`src/pcf_cfg.svh`:
```
// Contract
// - Compare two against one: code 00 equal, 01 less, 10 greater.
// - Comparisons leave the overflow flag unchanged.
// - Comparison writes logic result bit 1 when the relation holds.
// - In-range arithmetic clears overflow; code 01 negative, 00 zero, 10 positive.
// - Overflow sets flag; below range code 10, above 01, minus 65536 gives 00.
// - Word logic: code 00 when accumulator zero, else 10; overflow kept.
// - Shift: code follows last bit out, 00 for 0, 10 for 1; overflow kept.
// - Twos complement updates code and overflow; 8000 gives 01 with overflow set.
// - Jumps: zero on 00, nonzero 01/10, positive 10, negative 01, overflow on flag.
`ifndef PCF_CFG_SVH
`define PCF_CFG_SVH
`define PCF_DATA_W 16
`define PCF_SUM_W 18
`define PCF_CODE_ZERO 2'h0
`define PCF_CODE_NEG 2'h1
`define PCF_CODE_POS 2'h2
`define PCF_MIN_WORD 16'h8000
`define PCF_SUM_MIN 18'h38000
`define PCF_SUM_MAX 18'h07FFF
`define PCF_SUM_M65536 18'h30000
`endif

```
`src/pcf_pkg.sv`:
```
`default_nettype none
package pcf_pkg;
  // Operation classes presented by the instruction execution unit.
  typedef enum logic [2:0] {
    PCF_OP_NONE,
    PCF_OP_COMPARE,
    PCF_OP_ARITH,
    PCF_OP_LOGIC,
    PCF_OP_SHIFT,
    PCF_OP_TWOS
  } pcf_op_t;

  // Comparison relations whose truth goes to the logic result bit.
  typedef enum logic [2:0] {
    PCF_REL_EQ,
    PCF_REL_NE,
    PCF_REL_GT,
    PCF_REL_LT,
    PCF_REL_GE,
    PCF_REL_LE
  } pcf_rel_t;
endpackage : pcf_pkg
`default_nettype wire

```
`src/pcf_jump_if.sv`:
```
`timescale 1ns/1ps
`default_nettype none
// Carries the registered flags from the flag core to the jump decoder.
interface pcf_jump_if;
  logic [1:0] code;
  logic ovf;
  modport core (output code, output ovf);
  modport jump (input code, input ovf);
endinterface : pcf_jump_if
`default_nettype wire

```
`src/pcf_flags.sv`:
```
`timescale 1ns/1ps
`default_nettype none
`include "pcf_cfg.svh"
module pcf_flags #(
  parameter int DATA_W = `PCF_DATA_W
) (
  // Clock and reset.
  input wire logic core_clk,
  input wire logic rst,
  // Operation strobe and class from the execution unit.
  input wire logic op_valid,
  input wire pcf_pkg::pcf_op_t op_kind,
  input wire pcf_pkg::pcf_rel_t cmp_rel,
  // Operands and results.
  input wire logic [DATA_W-1:0] accumulator_one,
  input wire logic [DATA_W-1:0] accumulator_two,
  input wire logic [`PCF_SUM_W-1:0] arith_result,
  input wire logic shift_last_bit,
  // Flags.
  output logic result_code_bit0,
  output logic result_code_bit1,
  output logic overflow_flag,
  output logic logic_result_bit,
  output logic logic_result_valid,
  // Jump conditions.
  output logic jump_if_zero,
  output logic jump_if_nonzero,
  output logic jump_if_positive,
  output logic jump_if_negative,
  output logic jump_if_overflow
);
  logic [1:0] code_d;
  logic [1:0] code_q;
  logic ovf_d;
  logic ovf_q;
  logic rlo_d;
  logic rlo_q;
  logic rlov_d;
  logic rlov_q;
  logic signed [DATA_W-1:0] acc1_s;
  logic signed [DATA_W-1:0] acc2_s;
  logic signed [`PCF_SUM_W-1:0] sum_s;
  logic lt;
  logic eq;
  pcf_jump_if jbus ();

  assign acc1_s = signed'(accumulator_one);
  assign acc2_s = signed'(accumulator_two);
  assign sum_s = signed'(arith_result);
  assign lt = acc2_s < acc1_s;
  assign eq = accumulator_two == accumulator_one;

  // Next flag values; unlisted operations and idle cycles keep all flags but clear logic_result_valid.
  always_comb begin
    code_d = code_q;
    ovf_d = ovf_q;
    rlo_d = rlo_q;
    rlov_d = 1'b0;
    if (op_valid) begin
      case (op_kind)
        pcf_pkg::PCF_OP_COMPARE: begin
          // Overflow is left alone for comparisons.
          code_d = eq ? `PCF_CODE_ZERO : (lt ? `PCF_CODE_NEG : `PCF_CODE_POS);
          rlov_d = 1'b1;
          case (cmp_rel)
            pcf_pkg::PCF_REL_EQ: rlo_d = eq;
            pcf_pkg::PCF_REL_NE: rlo_d = !eq;
            pcf_pkg::PCF_REL_GT: rlo_d = !eq && !lt;
            pcf_pkg::PCF_REL_LT: rlo_d = lt;
            pcf_pkg::PCF_REL_GE: rlo_d = !lt;
            pcf_pkg::PCF_REL_LE: rlo_d = lt || eq;
            default: rlo_d = 1'b0;
          endcase
        end
        pcf_pkg::PCF_OP_ARITH: begin
          if (arith_result == `PCF_SUM_M65536) begin
            code_d = `PCF_CODE_ZERO;
            ovf_d = 1'b1;
          end else if (sum_s < signed'(`PCF_SUM_MIN)) begin
            code_d = `PCF_CODE_POS;
            ovf_d = 1'b1;
          end else if (sum_s > signed'(`PCF_SUM_MAX)) begin
            code_d = `PCF_CODE_NEG;
            ovf_d = 1'b1;
          end else begin
            ovf_d = 1'b0;
            if (sum_s < 0) code_d = `PCF_CODE_NEG;
            else if (sum_s == 0) code_d = `PCF_CODE_ZERO;
            else code_d = `PCF_CODE_POS;
          end
        end
        pcf_pkg::PCF_OP_LOGIC: begin
          code_d = (accumulator_one == '0) ? `PCF_CODE_ZERO : `PCF_CODE_POS;
        end
        pcf_pkg::PCF_OP_SHIFT: begin
          code_d = shift_last_bit ? `PCF_CODE_POS : `PCF_CODE_ZERO;
        end
        pcf_pkg::PCF_OP_TWOS: begin
          // Accumulator one already holds the converted value.
          ovf_d = (accumulator_one == `PCF_MIN_WORD);
          if (acc1_s < 0) code_d = `PCF_CODE_NEG;
          else if (acc1_s == 0) code_d = `PCF_CODE_ZERO;
          else code_d = `PCF_CODE_POS;
        end
        default: begin
          code_d = code_q;
        end
      endcase
    end
  end

  // Flag registers.
  always_ff @(posedge core_clk or posedge rst) begin
    if (rst) begin
      code_q <= `PCF_CODE_ZERO;
      ovf_q <= 1'b0;
      rlo_q <= 1'b0;
      rlov_q <= 1'b0;
    end else begin
      code_q <= code_d;
      ovf_q <= ovf_d;
      rlo_q <= rlo_d;
      rlov_q <= rlov_d;
    end
  end

  assign result_code_bit0 = code_q[0];
  assign result_code_bit1 = code_q[1];
  assign overflow_flag = ovf_q;
  assign logic_result_bit = rlo_q;
  assign logic_result_valid = rlov_q;
  assign jbus.code = code_q;
  assign jbus.ovf = ovf_q;

  // Jump decode lives apart so the sequencer sees it as one registered stage.
  pcf_jump_eval u_jump (
    .core_clk(core_clk),
    .rst(rst),
    .flags(jbus),
    .jump_if_zero(jump_if_zero),
    .jump_if_nonzero(jump_if_nonzero),
    .jump_if_positive(jump_if_positive),
    .jump_if_negative(jump_if_negative),
    .jump_if_overflow(jump_if_overflow)
  );
endmodule : pcf_flags
`default_nettype wire

```
`src/pcf_jump_eval.sv`:
```
`timescale 1ns/1ps
`default_nettype none
`include "pcf_cfg.svh"
module pcf_jump_eval (
  // Clock and reset.
  input wire logic core_clk,
  input wire logic rst,
  // Flags from the core.
  pcf_jump_if.jump flags,
  // Registered jump conditions.
  output logic jump_if_zero,
  output logic jump_if_nonzero,
  output logic jump_if_positive,
  output logic jump_if_negative,
  output logic jump_if_overflow
);
  logic [4:0] cond_d;
  logic [4:0] cond_q;

  // Decode the jump conditions from the current flags.
  always_comb begin
    cond_d[0] = (flags.code == `PCF_CODE_ZERO);
    cond_d[1] = (flags.code == `PCF_CODE_NEG) || (flags.code == `PCF_CODE_POS);
    cond_d[2] = (flags.code == `PCF_CODE_POS);
    cond_d[3] = (flags.code == `PCF_CODE_NEG);
    cond_d[4] = flags.ovf;
  end

  // Registered so every output leaves a flip-flop; conditions lag the flags by one cycle.
  always_ff @(posedge core_clk or posedge rst) begin
    if (rst) begin
      cond_q <= 5'h01;
    end else begin
      cond_q <= cond_d;
    end
  end

  assign jump_if_zero = cond_q[0];
  assign jump_if_nonzero = cond_q[1];
  assign jump_if_positive = cond_q[2];
  assign jump_if_negative = cond_q[3];
  assign jump_if_overflow = cond_q[4];
endmodule : pcf_jump_eval
`default_nettype wire

```
`config.mk`:
```
export PLATFORM = sky130hd
export DESIGN_NAME = pcf_flags
export DESIGN_NICKNAME = d
export VERILOG_FILES = /design/src/pcf_pkg.sv /design/src/pcf_jump_if.sv /design/src/pcf_flags.sv /design/src/pcf_jump_eval.sv
export VERILOG_INCLUDE_DIRS = /design/src /design/src/src
export SDC_FILE = /design/constraint.sdc
export NUM_CORES = 1
export LEC_CHECK = 0
export BUFFER_PORTS_ARGS = -buffer_cell sky130_fd_sc_hd__buf_4
export CAP_MARGIN = 10
export CORE_ASPECT_RATIO = 0.5
export CORE_MARGIN = 3
export CORE_UTILIZATION = 38
export CTS_CLUSTER_DIAMETER = 80
export DETAILED_ROUTE_END_ITERATION = 8
export GPL_ROUTABILITY_DRIVEN = 0
export PLACE_DENSITY = 0.74
export SYNTH_ARGS = -nofsm -noshare
export SYNTH_HDL_FRONTEND = slang
export SYNTH_SLANG_ARGS = --single-unit
```
`constraint.sdc`:
```
create_clock -name core_clk -period 0.9 [get_ports core_clk]
set_clock_uncertainty 0.1 [all_clocks]
set_input_delay 0.18 -clock core_clk [delete_from_list [all_inputs] [get_ports core_clk]]
set_output_delay 0.18 -clock core_clk [all_outputs]
set_load 0.1 [all_outputs]
```
# Word-level counts from Yosys, hierarchy flattened
# Index checks and enable logic that the tools add are counted.
# W data, S select, Z words.
# word_totals
reg_bits	10
in_bits	60
output_inout_bits	10
wordCells	59
# op_classes
magnitude_cmp	5
n_eq_ne	15
muxes	19
n_reduce_logical	15
# ops
cell	n
$logic_not A32 Y1	2
$mux W2	11
$eq A18 B18 Y1 const B	1
$gt A18 B16 Y1 const B	1
$lt A18 B1 Y1 const B	1
$lt A18 B16 Y1 const B	1
$eq A16 B16 Y1	1
$eq A16 B16 Y1 const B	1
$logic_not A16 Y1	1
$lt A16 B1 Y1 const B	1
$lt A16 B16 Y1	1
$eq A3 B2 Y1 const B	4
$eq A3 B3 Y1 const B	4
$pmux W2 S5	1
$eq A3 B1 Y1 const B	2
$pmux W1 S6	1
$reduce_and A2 Y1	3
$mux W1	5
$reduce_bool A5 Y1	1
$logic_not A3 Y1	1
$eq A2 B1 Y1 const B	1
$eq A2 B2 Y1 const B	1
$logic_not A1 Y1	2
$logic_not A2 Y1	1
4 further kinds	5

# Depth between registers and ports, before layout
# logic_depth
ltp_word	7
mapped_depth	9
depth_no_buf	8

# Hierarchy
# A second synthesis with hierarchy kept.
# hier_totals
cells_unflattened	142
area_unflattened_um2	1139.8
# by_module_without_submodules
module	n_inst	cells_per_inst	area_per_inst_um2	seq_area_each_um2
pcf_flags	1	131	964.7	125.1
pcf_jump_eval	1	11	175.2	126.4

# Worst setup path after synthesis
# No wires, ideal clock.
# synth_timing
path_kind	input to register
startpoint	input accumulator_one[15]
endpoint	register rlo_q, in the netlist logic_result_bit
setup_ps	123
arrival_ps	2014
required_ps	677
setup_slack_ps	-1337
stages	9
n_path_buf	1
cell_sequence	inv_1 -> ha_1 -> nand4_1 -> or4_1 -> buf_2 -> o21ai_2 -> nand2_1 -> or4_1 -> o221a_2
# synth_between
elab_chain_cells	4
word_cells_on_any_way	7
cone_classes	order compare (1); eq/ne (1); mux (1); reduce/logical (4)
# synth_rtl
element	line	text
start: declaration	pcf_flags.sv:15	input wire logic [DATA_W-1:0] accumulator_one,
$lt A16 B16 Y1 or $eq A16 B16 Y1 (tied branches)	pcf_flags.sv:50, pcf_flags.sv:51	
$logic_not A1 Y1, on equally long branches	pcf_flags.sv:68, pcf_flags.sv:70, pcf_flags.sv:67	
$logic_and A1 B1 Y1	pcf_flags.sv:68	pcf_pkg::PCF_REL_GT: rlo_d = !eq && !lt;
$pmux W1 S6 *	pcf_flags.sv:65	case (cmp_rel)
end signal: assignment	pcf_flags.sv:122	rlo_q <= rlo_d;
end: declaration	pcf_flags.sv:37	logic rlo_q;
# Mark *: on every way between the ends. The rest lies on a longest branch, timed or not.
# A chain may end at the register's enable or synchronous reset.

# Final worst setup path
# layout_timing
startpoint	input accumulator_one[11]
endpoint	register rlo_q, in the netlist logic_result_bit
# The elaborated chain is that of the path after synthesis.

==> impl_results.md <==
* Slowest CP cell: or4_4
* DR vias at 1743
* Largest stage delay, worst path at 0.63 ns
* Design area at 2600 um2
* Cells after Synth at 140
* First-pass GRT wire length at 8.36 mm
* Die area at 3640 um2
* Outcome: finished with violations
* P_leak at 1.13 nW
* Post-synthesis sequential area ratio at 0.227
* Largest net degree at the start of global routing at 12
* Critical Path RT at 0.93 ns
* Synth top area cells: ha_1, dfrtp_1, inv_1
* Levels on crit path at 9
* Fillers at 49
* Yosys top cell area share at 0.214
* Nets@finish at 319
* Setup_tns at -7.66 ns
* Max-cap viol count at 0
* Clk slew on worst S/H paths at 0.06 ns
* CTS tree: yes
* Placed cell area at 2060 um2
* Number of global-route vias before repair at 1695
* Crit path capture type: flip-flop
* DRC at 0
* Initial DRC count at 168
* R2r worst-path depth at 3
* Final Cycle Share at 2.40
* Count leader, synth: inv_1
* Dominant cell type by area after synthesis: ha_1
* Initial antenna violation count at 0
* Top Ports at 70
* EDFF count, synth at 0
* Area added between synthesis and finish at 134%
* Reg-to-reg setup timing slack at -0.35 ns
* Ys flop type: dfrtp_1
* Slew Viols, Final at 0
* Crit-path max FO at 4
* Commonest cells post-synth: inv_1, ha_1, a21oi_1, dfrtp_1, o21ai_0
* Synth async-reset ratio at 1.00
* HPWL after DPL at 3.09 mm
* Cell Area, Synth at 1110 um2
* GRT overflow at 0
* CP Class: input port to flip-flop
* Non-Filler Instances at 276
* Multi-input gate area at 1120 um2
* Worst VDD drop at 0.00167 V
* Port Buffer Count at 69
* CP top delay family: simple AND/OR/NAND/NOR gates
* Final Hold Viols at 9
* Final Setup Violations at 18
* Via density at 6.32
* Wire length per cell at 24.9 um
* Minimum clock period at 2.16 ns
* Buffers and inverters on the worst path at 2
* Antenna violation net count after detailed routing at 0
* Die H at 44.2 um
* Post-layout util at 0.968
* TritonCTS Buffers at 3
* Syn_nets at 219
* Total GRT Usage at 0.308
* CTS Buffer Depth at 2
* Clock Sinks at 10
* RR Endpoint: overflow_flag
* Seq cells post-synth at 10
* N_diodes at 0
* Clock root buffer: clkbuf_8
* Worst skew pair latency at 0.25 ns
* Failing checks: hold timing, setup timing
* R2R Path Start: overflow_flag
* Share of post-route cells with drive strength above 1 at 0.711
* FF+latch area at 289 um2
* Crit path DAT at 2.19 ns
* Pwr dens at 1330 nW/um2
* Die Width at 82.4 um
* Avg Cell Area, Syn at 7.92 um2
* Max Freq at 462 MHz
* Starting Density at 0.413
* Worst Tran Pin Value at 0.662 ns
* RSZ-0062 raised after global routing: true
* Core Area at 2680 um2
* Setup crit end: logic_result_bit
* Hold Path Class: input port to async pin
* DRT Pass-1 Iters at 5
* WHS at -0.183 ns
* Cell variety after synth at 33
* Relative slew slack at 0.556
* Startpoint types: input port
* CP cell instances: buf_8 > inv_4 > ha_4 > nand4_1 > or4_4 > o21ai_2 > nand2_1 > or4_1 > o221a_2
* Worst Setup SP: accumulator_one[11]
* Placed instance count at 266
* Syn. warnings at 0
* Total routed wirelength at 6.86 mm
* Row cnt at 13
* H-tree depth at 1
* Fin worst setup slack at -1.26 ns
==> report_power, final <==
| group | switching (W) | leakage, nW | internal, W |
|---|---|---|---|
| clock network | 0.000215 | 0.0228 | 0.000313 |
| logic | 0.00126 | 1.00 | 0.000978 |
| registers | 0.000100 | 0.110 | 0.000591 |
| total | 0.00157 | 1.13 | 0.00188 |
==> through the flow <==
step | power (W) | setup WS, ns
finish | 0.00346 | -1.26
global route | 0.00357 | -1.28
CTS | 0.00312 | -1.04
detailed placement | 0.00220 | -1.48
global placement | 0.00216 | -1.43
floorplan | 0.00163 | -1.18
==> cell families (layout without fill, tap and decap cells) <==
| family | Yosys count | in the layout | share of synthesized area |
|---|---|---|---|
| xor gates and xnor gates | 2 | 2 | 0.0158 |
| AOI/OAI and AO/OA | 34 | 34 | 0.194 |
| muxes | 1 | 1 | 0.00903 |
| DFF | 10 | 10 | 0.227 |
| and+or+nand+nor | 47 | 47 | 0.247 |
| adders and majority gates | 19 | 19 | 0.214 |
| buffers and inverters | 27 | 126 | 0.0925 |
==> how the worst min path moves through the flow <==
stage | to | from | depth (start not counted)
detailed placement | code_q[0] | rst | 2
CTS | code_q[0] | rst | 2
global placement | overflow_flag | rst | 2
global route | u_jump.cond_q[3] | rst | 2
finish | u_jump.cond_q[3] | rst | 2
floorplan | code_q[0] | rst | 1
==> registers in the layout (all words and copies together), names as in the netlist <==
| register | cells |
|---|---|
| logic_result_valid | 1 |
| code_q | 2 |
| u_jump.cond_q | 5 |
| overflow_flag | 1 |
| logic_result_bit | 1 |
==> cells in the final DEF (no fill, tap or decap), types with 5 or more instances in the layout <==
cell type and n:
inv_4 8, buf_6 16, nor2_1 7, a21oi_1 8
dfrtp_4 9, buf_4 69, nand4_1 6, buf_12 11
o21ai_0 7, nand2_1 5, inv_1 6, ha_4 18
==> routing by layer <==
metal  GRT usage  share of wire  up-vias
li1            -              -      710
met1       0.337           0.37      807
met2       0.600           0.47      175
met3      0.0569          0.090       51
met4       0.103          0.061        0
met5           0              0        -
==> what timing repair did <==
item | 4_1_cts | 5_1_grt
buffers inserted | 5 | 1
pin swaps | 21 | 9
hold endpoints to repair | 9 | 9
resized for setup | 75 | 21
setup endpoints to repair | 17 | 18
==> cell type report <==
class | count | share of cell area
well taps | 37 | 0.0178
multi-input cells | 103 | 0.430
inverters | 23 | 0.0525
flip-flops and latches | 10 | 0.111
clock buffers | 4 | 0.0173
repair buffers | 99 | 0.371
==> worst register-to-register path: cells and delay by family (launching register included) <==
kind / cells / cell delay, ns
flip-flops: 1 / 0.50
AO/OA/AOI/OAI: 2 / 0.36
buffers and inverters: 1 / 0.16
Note: power is estimated with default switching activity, not from simulation.
